==> config.mk <==
export PLATFORM = sky130hd
export DESIGN_NAME = gtc_timer
export DESIGN_NICKNAME = d
export VERILOG_FILES = /design/src/inc/gtc_pkg.sv /design/src/rtl/gtc_timer.sv
export VERILOG_INCLUDE_DIRS = /design/src /design/src/inc
export SDC_FILE = /design/constraint.sdc
export NUM_CORES = 1
export LEC_CHECK = 0
export ABC_CLOCK_PERIOD_IN_PS = 11000
export BUFFER_PORTS_ARGS = -buffer_cell sky130_fd_sc_hd__buf_2
export CORE_MARGIN = 2
export CORE_UTILIZATION = 35
export CTS_CLUSTER_SIZE = 28
export DETAILED_ROUTE_END_ITERATION = 8
export PLACE_DENSITY_LB_ADDON = 0.3
export SYNTH_ARGS = -nofsm -noshare
export SYNTH_HDL_FRONTEND = slang
export SYNTH_SLANG_ARGS = --single-unit
==> constraint.sdc <==
create_clock -name aclk -period 11 [get_ports aclk]
set_clock_uncertainty 0.1 [all_clocks]
set_input_delay 2.2 -clock aclk [delete_from_list [all_inputs] [get_ports aclk]]
set_output_delay 2.2 -clock aclk [all_outputs]
set_load 0.02 [all_outputs]
==> src/inc/gtc_params.svh <==
`ifndef GTC_PARAMS_SVH
`define GTC_PARAMS_SVH
// register byte offsets
`define GTC_OFS_CTRL 8'h00
`define GTC_OFS_SLAVE 8'h08
`define GTC_OFS_IEN 8'h0c
`define GTC_OFS_FLAG 8'h10
`define GTC_OFS_EVGEN 8'h14
`define GTC_OFS_CHCFG1 8'h18
`define GTC_OFS_CHCFG2 8'h1c
`define GTC_OFS_CHEN 8'h20
`define GTC_OFS_COUNT 8'h24
`define GTC_OFS_DIV 8'h28
`define GTC_OFS_RELOAD 8'h2c
`define GTC_OFS_CMP1 8'h34
`define GTC_OFS_AUX 8'h50
// field positions
`define GTC_CTRL_RUN 0
`define GTC_CTRL_ONEP 3
`define GTC_CTRL_DOWN 4
`define GTC_CTRL_RELOAD_PRELOAD_EN 7
`define GTC_AUX_DE 0
`define GTC_IEN_DMA 9
`define GTC_FLAG_OVC 9
// reset values
`define GTC_RST_RELOAD 16'hffff
// slave mode and trigger select codes
`define GTC_SM_RESET 3'h4
`define GTC_SM_TRIG 3'h6
`define GTC_SM_EXT 3'h7
`define GTC_TS_IN1_ANY 3'h4
`define GTC_TS_IN1 3'h5
`define GTC_TS_IN2 3'h6
// axi responses
`define GTC_RESP_OK 2'h0
`define GTC_RESP_ERR 2'h2
`endif

==> src/inc/gtc_pkg.sv <==
package gtc_pkg;
   typedef struct packed {
      logic [3:0] irq;
      logic [3:0] dma;
   } gtc_req_s;
   typedef enum logic {GTC_UP, GTC_DOWN} gtc_dir_e;
endpackage

==> src/rtl/gtc_timer.sv <==
`timescale 1ns/1ns
`default_nettype none
`include "gtc_params.svh"
module gtc_timer
#(
   parameter int CW = 16
)
(
   input wire logic aclk, // bus clock
   input wire logic aresetn, // sync reset
   input wire logic [7:0] s_axi_awaddr, // write address
   input wire logic s_axi_awvalid, // write address valid
   output logic s_axi_awready, // write address ready
   input wire logic [31:0] s_axi_wdata, // write data
   input wire logic [3:0] s_axi_wstrb, // byte enables
   input wire logic s_axi_wvalid, // write data valid
   output logic s_axi_wready, // write data ready
   output logic [1:0] s_axi_bresp, // write response
   output logic s_axi_bvalid, // write response valid
   input wire logic s_axi_bready, // write response ready
   input wire logic [7:0] s_axi_araddr, // read address
   input wire logic s_axi_arvalid, // read address valid
   output logic s_axi_arready, // read address ready
   output logic [31:0] s_axi_rdata, // read data
   output logic [1:0] s_axi_rresp, // read response
   output logic s_axi_rvalid, // read data valid
   input wire logic s_axi_rready, // read data ready
   input wire logic [3:0] chan_in, // channel input pins
   input wire logic [3:0] internal_trigger_in, // sibling triggers
   input wire logic debug_mode, // system in debug
   input wire logic debug_freeze, // halt while debugging
   output logic [3:0] output_reference, // compare references
   output logic [3:0] chan_out, // channel output pins
   output logic trigger_output, // update pulse to siblings
   output gtc_pkg::gtc_req_s chan_req // irq and dma levels
);
   import gtc_pkg::*;

   // ==========================================================
   // functions
   function automatic logic [15:0] merge(input logic [15:0] o, input logic [31:0] d,
                                         input logic [3:0] s);
      merge = {s[1] ? d[15:8] : o[15:8], s[0] ? d[7:0] : o[7:0]};
   endfunction

   function automatic logic trg_lvl(input logic [2:0] sel, input logic [1:0] f,
                                    input logic [1:0] p, input logic [3:0] itr);
      case (sel)
         `GTC_TS_IN1_ANY: trg_lvl = f[0];
         `GTC_TS_IN1: trg_lvl = f[0] ^ p[0];
         `GTC_TS_IN2: trg_lvl = f[1] ^ p[1];
         3'h0, 3'h1, 3'h2, 3'h3: trg_lvl = itr[sel[1:0]];
         default: trg_lvl = 1'b0;
      endcase
   endfunction

   // ==========================================================
   // registers
   logic [15:0] ctl_q, smc_q, ien_q, sr_q, psc_q, psc_sh_q, arr_q, arr_sh_q;
   logic [15:0] ccer_q, aux_q, de_start_q;
   logic [CW-1:0] core_counter_q;
   logic [15:0] ccr_q [4];
   logic [15:0] cmp_sh_q [4];
   logic [7:0] cm_q [4];
   logic [15:0] pc_q;
   logic [3:0] fl_q, fp_q, ref_q;
   logic [3:0] fc_q [4];
   logic [2:0] dv_q [4];
   logic [3:0] itr_q;
   logic run_q, chg_q;
   gtc_dir_e cdir_q;
   logic [3:0] rise, fall, pe, cap, sw_cap, is_in;
   logic [15:0] cap_val [4];

   // ==========================================================
   // axi4-lite slave
   logic aw_ok_q, w_ok_q, wr_fire, rd_fire;
   logic [7:0] wa_q;
   logic [31:0] wd_q;
   logic [3:0] ws_q;
   logic [3:0] rd_ccr;
   logic [15:0] rd_val;

   assign wr_fire = aw_ok_q & w_ok_q & ~s_axi_bvalid;
   assign rd_fire = s_axi_arvalid & s_axi_arready;

   always_ff @(posedge aclk)
   begin
      if (!aresetn)
      begin
         aw_ok_q <= 1'b0;
         w_ok_q <= 1'b0;
         wa_q <= '0;
         wd_q <= '0;
         ws_q <= '0;
         s_axi_awready <= 1'b1;
         s_axi_wready <= 1'b1;
         s_axi_bvalid <= 1'b0;
         s_axi_bresp <= `GTC_RESP_OK;
      end
      else
      begin
         if (s_axi_awvalid && s_axi_awready)
         begin
            aw_ok_q <= 1'b1;
            wa_q <= s_axi_awaddr;
            s_axi_awready <= 1'b0;
         end
         if (s_axi_wvalid && s_axi_wready)
         begin
            w_ok_q <= 1'b1;
            wd_q <= s_axi_wdata;
            ws_q <= s_axi_wstrb;
            s_axi_wready <= 1'b0;
         end
         if (wr_fire)
         begin
            aw_ok_q <= 1'b0;
            w_ok_q <= 1'b0;
            s_axi_bvalid <= 1'b1;
            s_axi_bresp <= (wa_q > `GTC_OFS_AUX || wa_q[1:0] != 2'h0) ?
                           `GTC_RESP_ERR : `GTC_RESP_OK;
         end
         if (s_axi_bvalid && s_axi_bready)
         begin
            s_axi_bvalid <= 1'b0;
            s_axi_awready <= 1'b1;
            s_axi_wready <= 1'b1;
         end
      end
   end

   always_comb
   begin
      rd_val = 16'h0000;
      case (s_axi_araddr)
         `GTC_OFS_CTRL: rd_val = {ctl_q[15:1], run_q};
         `GTC_OFS_SLAVE: rd_val = smc_q;
         `GTC_OFS_IEN: rd_val = ien_q;
         `GTC_OFS_FLAG: rd_val = sr_q;
         `GTC_OFS_CHCFG1: rd_val = {cm_q[1], cm_q[0]};
         `GTC_OFS_CHCFG2: rd_val = {cm_q[3], cm_q[2]};
         `GTC_OFS_CHEN: rd_val = ccer_q;
         `GTC_OFS_COUNT: rd_val = core_counter_q;
         `GTC_OFS_DIV: rd_val = psc_q;
         `GTC_OFS_RELOAD: rd_val = arr_q;
         `GTC_OFS_CMP1: rd_val = ccr_q[0];
         `GTC_OFS_CMP1 + 8'h04: rd_val = ccr_q[1];
         `GTC_OFS_CMP1 + 8'h08: rd_val = ccr_q[2];
         `GTC_OFS_CMP1 + 8'h0c: rd_val = ccr_q[3];
         `GTC_OFS_AUX: rd_val = aux_q;
         default: rd_val = 16'h0000;
      endcase
   end

   always_comb
   begin
      for (int i = 0; i < 4; i++)
         rd_ccr[i] = rd_fire && s_axi_araddr == `GTC_OFS_CMP1 + 8'(4 * i);
   end

   always_ff @(posedge aclk)
   begin
      if (!aresetn)
      begin
         s_axi_arready <= 1'b1;
         s_axi_rvalid <= 1'b0;
         s_axi_rdata <= '0;
         s_axi_rresp <= `GTC_RESP_OK;
      end
      else if (rd_fire)
      begin
         s_axi_arready <= 1'b0;
         s_axi_rvalid <= 1'b1;
         s_axi_rdata <= {16'h0000, rd_val};
         s_axi_rresp <= (s_axi_araddr > `GTC_OFS_AUX || s_axi_araddr[1:0] != 2'h0) ?
                        `GTC_RESP_ERR : `GTC_RESP_OK;
      end
      else if (s_axi_rvalid && s_axi_rready)
      begin
         s_axi_rvalid <= 1'b0;
         s_axi_arready <= 1'b1;
      end
   end

   // ==========================================================
   // configuration registers
   logic [15:0] wm;
   logic wr_ctl, wr_ug;
   assign wm = merge(16'h0000, wd_q, ws_q);
   assign wr_ctl = wr_fire && wa_q == `GTC_OFS_CTRL;
   assign wr_ug = wr_fire && wa_q == `GTC_OFS_EVGEN && ws_q[0] && wd_q[0];

   always_ff @(posedge aclk)
   begin
      if (!aresetn)
      begin
         ctl_q <= '0;
         smc_q <= '0;
         ien_q <= '0;
         ccer_q <= '0;
         psc_q <= '0;
         arr_q <= `GTC_RST_RELOAD;
         aux_q <= '0;
         for (int i = 0; i < 4; i++)
         begin
            cm_q[i] <= '0;
            ccr_q[i] <= '0;
         end
      end
      else
      begin
         if (wr_ctl)
            ctl_q <= merge(ctl_q, wd_q, ws_q);
         if (wr_fire && wa_q == `GTC_OFS_SLAVE)
            smc_q <= merge(smc_q, wd_q, ws_q);
         if (wr_fire && wa_q == `GTC_OFS_IEN)
            ien_q <= merge(ien_q, wd_q, ws_q);
         if (wr_fire && wa_q == `GTC_OFS_CHEN)
            ccer_q <= merge(ccer_q, wd_q, ws_q);
         if (wr_fire && wa_q == `GTC_OFS_DIV)
            psc_q <= merge(psc_q, wd_q, ws_q);
         if (wr_fire && wa_q == `GTC_OFS_RELOAD)
            arr_q <= merge(arr_q, wd_q, ws_q);
         if (wr_fire && wa_q == `GTC_OFS_AUX)
            aux_q <= merge(aux_q, wd_q, ws_q);
         if (wr_fire && wa_q == `GTC_OFS_CHCFG1)
            {cm_q[1], cm_q[0]} <= merge({cm_q[1], cm_q[0]}, wd_q, ws_q);
         if (wr_fire && wa_q == `GTC_OFS_CHCFG2)
            {cm_q[3], cm_q[2]} <= merge({cm_q[3], cm_q[2]}, wd_q, ws_q);
         for (int i = 0; i < 4; i++)
            if (cap[i])
               ccr_q[i] <= cap_val[i];
            else if (wr_fire && wa_q == `GTC_OFS_CMP1 + 8'(4 * i))
               ccr_q[i] <= merge(ccr_q[i], wd_q, ws_q);
      end
   end

   // ==========================================================
   // input filter, edges, divider and capture
   logic [2:0] lim [4];
   logic de_on;
   assign de_on = aux_q[`GTC_AUX_DE] && cm_q[1][1:0] == 2'b11;
   assign rise = fl_q & ~fp_q;
   assign fall = ~fl_q & fp_q;

   always_ff @(posedge aclk)
   begin
      if (!aresetn)
      begin
         fl_q <= '0;
         fp_q <= '0;
         itr_q <= '0;
         for (int i = 0; i < 4; i++)
            fc_q[i] <= '0;
      end
      else
      begin
         fp_q <= fl_q;
         itr_q <= internal_trigger_in;
         for (int i = 0; i < 4; i++)
            if (chan_in[i] == fl_q[i])
               fc_q[i] <= '0;
            else if (fc_q[i] >= cm_q[i][7:4])
            begin
               fl_q[i] <= chan_in[i];
               fc_q[i] <= '0;
            end
            else
               fc_q[i] <= fc_q[i] + 4'h1;
      end
   end

   always_comb
   begin
      for (int i = 0; i < 4; i++)
      begin
         is_in[i] = cm_q[i][1:0] != 2'b00;
         sw_cap[i] = wr_fire && wa_q == `GTC_OFS_EVGEN && ws_q[0] && wd_q[i + 1];
         if (cm_q[i][1:0] == 2'b10)
            pe[i] = ccer_q[4 * i + 1] ? fall[i ^ 1] : rise[i ^ 1];
         else
            pe[i] = ccer_q[4 * i + 1] ? fall[i] : rise[i];
         lim[i] = 3'((1 << cm_q[i][3:2]) - 1);
         cap_val[i] = core_counter_q;
      end
      if (de_on)
      begin
         pe[1] = ccer_q[5] ? rise[1] : fall[1];
         cap_val[1] = core_counter_q - de_start_q;
      end
      for (int i = 0; i < 4; i++)
         cap[i] = is_in[i] && ccer_q[4 * i] && ((pe[i] && dv_q[i] == lim[i]) || sw_cap[i]);
   end

   always_ff @(posedge aclk)
   begin
      if (!aresetn)
      begin
         de_start_q <= '0;
         for (int i = 0; i < 4; i++)
            dv_q[i] <= '0;
      end
      else
      begin
         if (de_on && (ccer_q[5] ? fall[1] : rise[1]))
            de_start_q <= core_counter_q;
         for (int i = 0; i < 4; i++)
            if (!is_in[i] || !ccer_q[4 * i])
               dv_q[i] <= '0;
            else if (pe[i])
               dv_q[i] <= (dv_q[i] == lim[i]) ? 3'h0 : dv_q[i] + 3'h1;
      end
   end

   // ==========================================================
   // counter, prescaler, slave modes
   logic [2:0] sm;
   logic halt, t_now, t_old, trg, e1, e2, enc_up, enc_step, src_p, tick, step;
   logic up, ovf, update_event, at_end;
   logic [15:0] arr_eff;
   assign sm = smc_q[2:0];
   assign halt = debug_mode & debug_freeze;
   assign t_now = trg_lvl(smc_q[6:4], fl_q[1:0], {ccer_q[5], ccer_q[1]}, internal_trigger_in);
   assign t_old = trg_lvl(smc_q[6:4], fp_q[1:0], {ccer_q[5], ccer_q[1]}, itr_q);
   assign trg = smc_q[6:4] == `GTC_TS_IN1_ANY ? t_now ^ t_old : t_now & ~t_old;
   assign e1 = (sm == 3'h2 || sm == 3'h3) && (rise[0] | fall[0]);
   assign e2 = (sm == 3'h1 || sm == 3'h3) && (rise[1] | fall[1]);
   assign enc_up = e1 ? (rise[0] ? ~fl_q[1] : fl_q[1]) : (rise[1] ? fl_q[0] : ~fl_q[0]);
   assign enc_step = e1 | e2;
   assign src_p = sm == `GTC_SM_EXT ? trg : 1'b1;
   assign tick = run_q && !halt && sm != 3'h1 && sm != 3'h2 && sm != 3'h3 && src_p
                 && pc_q == psc_sh_q;
   assign step = tick | (run_q & ~halt & enc_step);
   assign arr_eff = ctl_q[`GTC_CTRL_RELOAD_PRELOAD_EN] ? arr_sh_q : arr_q;
   assign up = ctl_q[6:5] != 2'b00 ? cdir_q == GTC_UP :
               (enc_step ? enc_up : ~ctl_q[`GTC_CTRL_DOWN]);
   assign at_end = up ? core_counter_q >= arr_eff : core_counter_q == '0;
   assign ovf = step & at_end;
   assign update_event = ovf | wr_ug | (sm == `GTC_SM_RESET && trg);

   always_ff @(posedge aclk)
   begin
      if (!aresetn)
      begin
         core_counter_q <= '0;
         pc_q <= '0;
         cdir_q <= GTC_UP;
         chg_q <= 1'b0;
      end
      else
      begin
         chg_q <= step | update_event;
         if (update_event && !ovf)
         begin
            core_counter_q <= '0;
            pc_q <= '0;
            cdir_q <= GTC_UP;
         end
         else
         begin
            if (run_q && !halt && src_p)
               pc_q <= (pc_q >= psc_sh_q) ? 16'h0000 : pc_q + 16'h0001;
            if (step && ctl_q[6:5] != 2'b00)
            begin
               core_counter_q <= up ? core_counter_q + 1'b1 : core_counter_q - 1'b1;
               if (up && core_counter_q + 1'b1 >= arr_eff)
                  cdir_q <= GTC_DOWN;
               else if (!up && core_counter_q == 16'h0001)
                  cdir_q <= GTC_UP;
            end
            else if (step)
               core_counter_q <= up ? (at_end ? '0 : core_counter_q + 1'b1)
                                    : (at_end ? arr_eff : core_counter_q - 1'b1);
         end
      end
   end

   always_ff @(posedge aclk)
   begin
      if (!aresetn)
         run_q <= 1'b0;
      else if (ovf && ctl_q[`GTC_CTRL_ONEP])
         run_q <= 1'b0;
      else if (sm == `GTC_SM_TRIG && trg)
         run_q <= 1'b1;
      else if (wr_ctl && ws_q[0])
         run_q <= wd_q[`GTC_CTRL_RUN];
   end

   always_ff @(posedge aclk)
   begin
      if (!aresetn)
      begin
         psc_sh_q <= '0;
         arr_sh_q <= `GTC_RST_RELOAD;
         for (int i = 0; i < 4; i++)
            cmp_sh_q[i] <= '0;
      end
      else if (update_event)
      begin
         psc_sh_q <= psc_q;
         arr_sh_q <= arr_q;
         for (int i = 0; i < 4; i++)
            cmp_sh_q[i] <= ccr_q[i];
      end
      else
         for (int i = 0; i < 4; i++)
            if (!cm_q[i][3])
               cmp_sh_q[i] <= ccr_q[i];
   end

   // ==========================================================
   // compare, flags, outputs
   logic [3:0] m, cmp_ev, clr;
   always_comb
   begin
      for (int i = 0; i < 4; i++)
      begin
         m[i] = chg_q && core_counter_q == cmp_sh_q[i];
         cmp_ev[i] = !is_in[i] && m[i] && (ctl_q[6:5] == 2'b00 || ctl_q[6:5] == 2'b11 ||
                     (ctl_q[6:5] == 2'b01) == (cdir_q == GTC_DOWN));
         clr[i] = (wr_fire && wa_q == `GTC_OFS_FLAG && ws_q[0] && !wm[i + 1]) || rd_ccr[i];
      end
   end

   always_ff @(posedge aclk)
   begin
      if (!aresetn)
         sr_q <= '0;
      else
      begin
         sr_q[0] <= update_event | (sr_q[0] & ~(wr_fire && wa_q == `GTC_OFS_FLAG && ws_q[0] && !wm[0]));
         for (int i = 0; i < 4; i++)
         begin
            sr_q[i + 1] <= cap[i] | cmp_ev[i] | (sr_q[i + 1] & ~clr[i]);
            sr_q[i + `GTC_FLAG_OVC] <= (cap[i] & sr_q[i + 1]) | (sr_q[i + `GTC_FLAG_OVC]
               & ~(wr_fire && wa_q == `GTC_OFS_FLAG && ws_q[1] && !wm[i + `GTC_FLAG_OVC]));
         end
      end
   end

   always_ff @(posedge aclk)
   begin
      if (!aresetn)
         ref_q <= '0;
      else
         for (int i = 0; i < 4; i++)
            case (cm_q[i][6:4])
               3'h1: if (m[i]) ref_q[i] <= 1'b1;
               3'h2: if (m[i]) ref_q[i] <= 1'b0;
               3'h3: if (m[i]) ref_q[i] <= ~ref_q[i];
               3'h4: ref_q[i] <= 1'b0;
               3'h5: ref_q[i] <= 1'b1;
               3'h6, 3'h7:
                  if (ctl_q[6:5] != 2'b00)
                  begin
                     if (m[i])
                        ref_q[i] <= ~ref_q[i];
                  end
                  else if (core_counter_q != cmp_sh_q[i])
                     ref_q[i] <= (core_counter_q > cmp_sh_q[i]) ^ cm_q[i][4];
               default: ref_q[i] <= ref_q[i];
            endcase
   end

   always_ff @(posedge aclk)
   begin
      if (!aresetn)
      begin
         output_reference <= '0;
         chan_out <= '0;
         trigger_output <= 1'b0;
         chan_req <= '0;
      end
      else
      begin
         output_reference <= ref_q;
         trigger_output <= update_event;
         for (int i = 0; i < 4; i++)
         begin
            chan_out[i] <= ccer_q[4 * i] && !is_in[i] && (ref_q[i] ^ ccer_q[4 * i + 1]);
            chan_req.irq[i] <= sr_q[i + 1] & ien_q[i + 1];
            chan_req.dma[i] <= sr_q[i + 1] & ien_q[i + `GTC_IEN_DMA];
         end
      end
   end
endmodule
`default_nettype wire

==> results of run 1 <==
-- stage by stage --
step                      worst slack (ns)  cells
after global routing                  4.76   3877
final                                 4.82   3877
after floorplan                       5.77   2870
after global placement                4.37   3776
after CTS                             4.93   3877
after detailed placement              4.30   3776
-- cells by family after synthesis --
family	count (synthesis)	share of synthesized area (%)
compound gates	602	15.9
xor+xnor	77	2.59
fa+ha+maj	166	7.99
buf+inv	339	5.41
flops	475	42.6
mux	179	7.17
other cells	2	0.0289
simple gates	998	18.4
-- worst max-delay path, delay by kind of cell --
| family | cells | cell delay [ns] |
|---|---|---|
| AOI/OAI and AO/OA | 3 | 1.64 |
| adders and majority gates | 1 | 0.27 |
| buffers and inverters | 2 | 0.33 |
| muxes | 3 | 0.89 |
| and+or+nand+nor | 1 | 0.84 |
-- routing by layer --
layer	GRT usage, %	vias up
met5	0	-
met4	10.9	6
met3	5.62	297
met2	36.9	1022
met1	30.6	10378
li1	-	10217
-- state kept, by name (all words and copies together) (netlist names), 15 cells and up --
signal	count
core_counter_q	16
cm_q	32
fc_q	16
psc_q	16
ccr_q	64
wd_q	16
aux_q	16
arr_sh_q	16
pc_q	16
cmp_sh_q	64
ccer_q	16
psc_sh_q	16
s_axi_rdata	16
smc_q	16
ien_q	16
de_start_q	16
ctl_q	15
arr_q	16
-- cells in the mapped netlist, types with 19 or more instances --
master / count / area [µm²]
mux2i_1: 166 / 1660
nor3_1: 38 / 190
o31ai_1: 19 / 143
a21oi_1: 161 / 806
ha_1: 162 / 2030
o21ai_0: 89 / 445
a21o_1: 28 / 210
inv_1: 141 / 529
buf_4: 23 / 173
and2_1: 100 / 626
a22oi_1: 53 / 398
nand4_1: 24 / 150
nand2b_1: 25 / 156
xnor2_1: 43 / 377
dfxtp_1: 319 / 6390
and3_1: 40 / 250
nand2_1: 306 / 1150
xor2_1: 34 / 298
clkbuf_1: 142 / 533
a22o_1: 67 / 587
edfxtp_1: 156 / 4680
buf_2: 20 / 100
nand3_1: 135 / 676
nor2_1: 243 / 912
-- power breakdown --
group          leakage [nW]  internal (mW)  switching (mW)
Sequential             4.31           1.84          0.0464
Combinational          6.19         0.0595           0.129
Clock                 0.863           1.04           0.775
Total                  11.4           2.94           0.951
-- path summary, 6_finish.rpt --
path | start | to | slack (ns) | cells past startpoint
setup / recovery | internal_trigger_in[3] | cmp_sh_q[1][15] | 4.82 | 10
hold / removal | s_axi_rdata[6] | s_axi_rdata[6] | 0.35 | 2
setup reg to reg | fl_q[0] | cmp_sh_q[1][15] | 5.58 | 10
hold reg to reg | s_axi_rdata[6] | s_axi_rdata[6] | 0.35 | 2
-- final cells by class --
cell class / count / area (µm²)
Inverter: 143 / 542
Fill cell: 7336 / 44100
Multi-Input combinational cell: 2056 / 13700
Clock inverter: 34 / 303
Tap cell: 959 / 1200
Timing Repair Buffer: 143 / 851
Sequential cell: 475 / 11100
Clock buffer: 67 / 1460
==> impl_metrics.csv, run 1 <==
group,metric,value,unit
pwr,power_density,134,nW/µm²
logic_synthesis,avgSynthCellArea,9.16,µm²
floorplan,die_y,277,µm
route,met1_length,38700,µm
timing,fin_hold_ws,0.350,ns
logic_synthesis,ys_ff_latch,475,
route,dr_wl_met3,8510,µm
pwr,leakage,11.4,nW
grt,grt_pass1_vias,20441,
route,drtIter0Drc,2523,
layout,drive_above_1_share,9.25,%
route,vias,21920,
route,met2RoutedLength,40300,µm
route,routed_wirelength,92500,µm
setup_path,cp-end-kind,"flip-flop",
job,max_cap_viol_count,0,
timing,finalHoldViolations,0,
setup_path,cpPeakStageDelay,1.00,ns
grt,globalRouteTotalUtil,23.5,%
clocking,post_cts_buffers,0,
route,dr.pass1.iters,6,
floorplan,start_util,35.5,%
floorplan,die_x,277,µm
logic_synthesis,dominantRegCellSynth,"dfxtp_1",
pwr,peakVddDrop,125,µV
logic_synthesis,async_flop_share,0,%
timing,setup_viol,0,
place,port-buffer-count,90,
layout,nNetsFinal,3105,
timing,slew_headroom,12.5,%
logic_synthesis,yosys_warnings,0,
timing,period_needed,6.18,ns
route,drc_errors,0,
timing,rsz0062_at_grt,"false",
logic_synthesis,syn_inst,2838,
place,gp_congestion,1.02,
logic_synthesis,syn-cell-area,26000,µm²
setup_path,crit_fanout,27,
timing,slew_violations,0,
layout,fin_area,29100,µm²
logic_synthesis,synth_edf_count,156,
clocking,clk_latency,0.63,ns
grt,antenna_found_initial,4,
grt,grt_overflow_total,0,
clocking,cts_tree,"built",
place,dp_hpwl,66400,µm
layout,final_util,39.7,%
floorplan,dieArea,76500,µm²
grt,grt_pass1_wl,136000,µm
setup_path,cp.required,11.02,ns
clocking,cts_num_sinks,475,
clocking,ctsResizeCount,0,
setup_path,path_cells,"buf_2 > mux4_2 > mux2_2 > ha_1 > mux2i_1 > o21a_1 > a32o_1 > buf_4 > a21oi_1 > nand3_1",
setup_path,crit_type,"in2reg",
clocking,cts_buffers,54,
route,dr.max_layer_used,"met5",
clocking,cts_root_buf,"clkbuf_16",
grt,grt_max_degree,89,
setup_path,critPathSlowestCell,"a21oi_1",
logic_synthesis,synthDistinctLibCells,89,
outcome,status,"complete, no violations",
place,placed_cell_area,27300,µm²
floorplan,core-area,73200,µm²
layout,syn_to_final_growth,11.9,%
route,antenna_left,0,
hold_path,hold_path_class,"reg2reg",
clocking,path_clk_slew,0.06,ns
layout,antenna_cells,0,
floorplan,pin_count,127,
timing,tns,0,ns
timing,fmax,0.162,GHz
pwr,power,3.89,mW
floorplan,rows,99,
timing,worst_pin_slew,1.31,ns
clocking,htree_levels,2,
clocking,cts_max_path_buffers,3,
clocking,hold_buffers,0,
setup_path,startpoint_type,"input pin",
route,vias_per_cell,5.65,
layout,final_cell_mix,"319 x dfxtp_1, 306 x nand2_1, 243 x nor2_1",
logic_synthesis,seq_area_frac_synth,42.6,%
timing,finalCritPeriodShare,56.2,%
layout,layout_commonest_cell,"dfxtp_1",
route,wl_per_cell,23.9,µm
setup_path,cp.arrival,6.20,ns
(Power assumes the default switching activity.)
==> run 2, diff against run 1 <==
--- a/config.mk
+++ b/config.mk
@@ -6,7 +6,7 @@
 export SDC_FILE = /design/constraint.sdc
 export NUM_CORES = 1
 export LEC_CHECK = 0
-export ABC_CLOCK_PERIOD_IN_PS = 11000
+export ABC_CLOCK_PERIOD_IN_PS = 5610
 export BUFFER_PORTS_ARGS = -buffer_cell sky130_fd_sc_hd__buf_2
 export CORE_MARGIN = 2
 export CORE_UTILIZATION = 35
==> constraint.sdc (replaced) <==
create_clock -name aclk -period 5.61 [get_ports aclk]
set_clock_uncertainty 0.1 [all_clocks]
set_input_delay 1.122 -clock aclk [delete_from_list [all_inputs] [get_ports aclk]]
set_output_delay 1.122 -clock aclk [all_outputs]
set_load 0.02 [all_outputs]
==> impl_metrics.csv, run 2 (synthesis results as in run 1) <==
group,metric,value,unit
floorplan,pin_count,127,
setup_path,cp.required,5.63,ns
floorplan,die_x,277,µm
floorplan,die_y,277,µm
setup_path,reg2reg_to,"cmp_sh_q[2][12]",
place,gp_congestion,1.02,
floorplan,dieArea,76500,µm²
hold_path,min_from,"s_axi_rdata[6]",
timing,finalHoldViolations,0,
route,antenna_left,0,
route,routed_wirelength,94300,µm
route,wl_per_cell,24.2,µm
place,placed_cell_area,27500,µm²
setup_path,crit_fanout,16,
clocking,cts_root_buf,"clkbuf_16",
layout,layout_commonest_cell,"dfxtp_1",
route,drtIter0Drc,2523,
floorplan,rows,99,
layout,final_util,40.1,%
layout,final_cell_mix,"319 x dfxtp_1, 306 x nand2_1, 243 x nor2_1",
timing,tns,0,ns
clocking,clk_latency,0.64,ns
pwr,power_density,267,nW/µm²
grt,grt_pass1_vias,20518,
place,dp_hpwl,68800,µm
timing,fmax,0.221,GHz
setup_path,rr_worst_depth,12,
floorplan,start_util,35.5,%
setup_path,rrSetupSlack,1.08,ns
grt,grt_pass1_wl,138000,µm
clocking,path_clk_slew,0.06,ns
layout,n_fill_cell,7272,
setup_path,worstSetupStartpoint,"ctl_q[7]",
timing,finalCritPeriodShare,80.8,%
grt,globalRouteTotalUtil,24.1,%
grt,antenna_found_initial,2,
place,port-buffer-count,90,
floorplan,core-area,73200,µm²
hold_path,hold_path_class,"reg2reg",
timing,worst_pin_slew,1.30,ns
clocking,post_cts_buffers,0,
timing,period_needed,4.53,ns
route,vias,22052,
grt,grt_overflow_total,0,
route,drc_errors,0,
setup_path,cp.arrival,4.55,ns
clocking,cts_tree,"built",
setup_path,cp-end-kind,"flip-flop",
setup_path,worstSetupEndpoint,"cmp_sh_q[2][12]",
timing,setup_viol,0,
outcome,status,"complete, no violations",
layout,antenna_cells,0,
layout,syn_to_final_growth,12.8,%
clocking,cts_buffers,53,
route,vias_per_cell,5.67,
route,dr.pass1.iters,7,
pwr,peakVddDrop,235,µV
setup_path,crit_type,"reg2reg",
clocking,hold_buffers,0,
setup_path,r2r_start,"ctl_q[7]",
pwr,leakage,11.5,nW
clocking,ctsResizeCount,0,
grt,grt_max_degree,140,
layout,nNetsFinal,3119,
timing,slew_violations,0,
setup_path,startpoint_type,"flip-flop",
job,max_cap_viol_count,0,
layout,reg_top3,"ccr_q x64, cmp_sh_q x64, cm_q x32",
layout,fin_area,29300,µm²
layout,drive_above_1_share,9.76,%
timing,rsz0062_at_grt,"false",
clocking,cts_num_sinks,475,
clocking,htree_levels,2,
clocking,cts_max_path_buffers,3,
timing,slew_headroom,12.1,%
-- run 2: worst min-delay path by stage --
stage	endpoint	cells after the start
final	s_axi_rdata[6]	2
after global routing	s_axi_rdata[9]	2
after CTS	s_axi_rdata[15]	2
after detailed placement	s_axi_rdata[2]	2
after global placement	s_axi_rdata[15]	2
after floorplan	psc_sh_q[0]	2
-- run 2: layout make-up --
type	instances	area [µm²]	area share [%]
Multi-Input combinational cell	2056	13700	46.5
Sequential cell	475	11100	37.7
Clock buffer	78	1560	5.32
Tap cell	959	1200	4.09
Timing Repair Buffer	158	1000	3.41
Inverter	143	542	1.85
Clock inverter	20	308	1.05
-- run 2: metrics by stage --
stage	total power, mW	setup slack [ns]	cells	hold slack (ns)
final	7.84	1.08	3889	0.352
after CTS	7.87	1.06	3889	0.355
after global routing	8.05	0.809	3889	0.369
after detailed placement	4.14	0.615	3791	0.344
after global placement	4.13	0.700	3791	0.340
after floorplan	3.96	1.45	2870	0.333
-- run 2: layer usage --
layer | GRT usage [%] | part of all wire [%]
met4 | 11.3 | 5.4
met5 | 0 | 0.012
met3 | 5.07 | 9.8
met1 | 32.7 | 42
met2 | 36.6 | 43
-- run 2: critical path: stages, from the launching register on --
cell	delay [ns]
dfxtp_1	0.78
buf_4	0.28
mux2_2	0.39
ha_1	0.30
inv_1	0.05
a21boi_0	0.07
o41ai_1	0.46
and4b_1	0.31
or3_1	0.15
nand2_1	0.08
a21oi_1	0.17
buf_4	0.25
nand3_1	0.64
-- run 2: power breakdown --
group          internal (mW)  total, mW  switching, mW
Combinational          0.120      0.376          0.257
Sequential              3.60       3.70         0.0941
Clock                   2.25       3.76           1.51
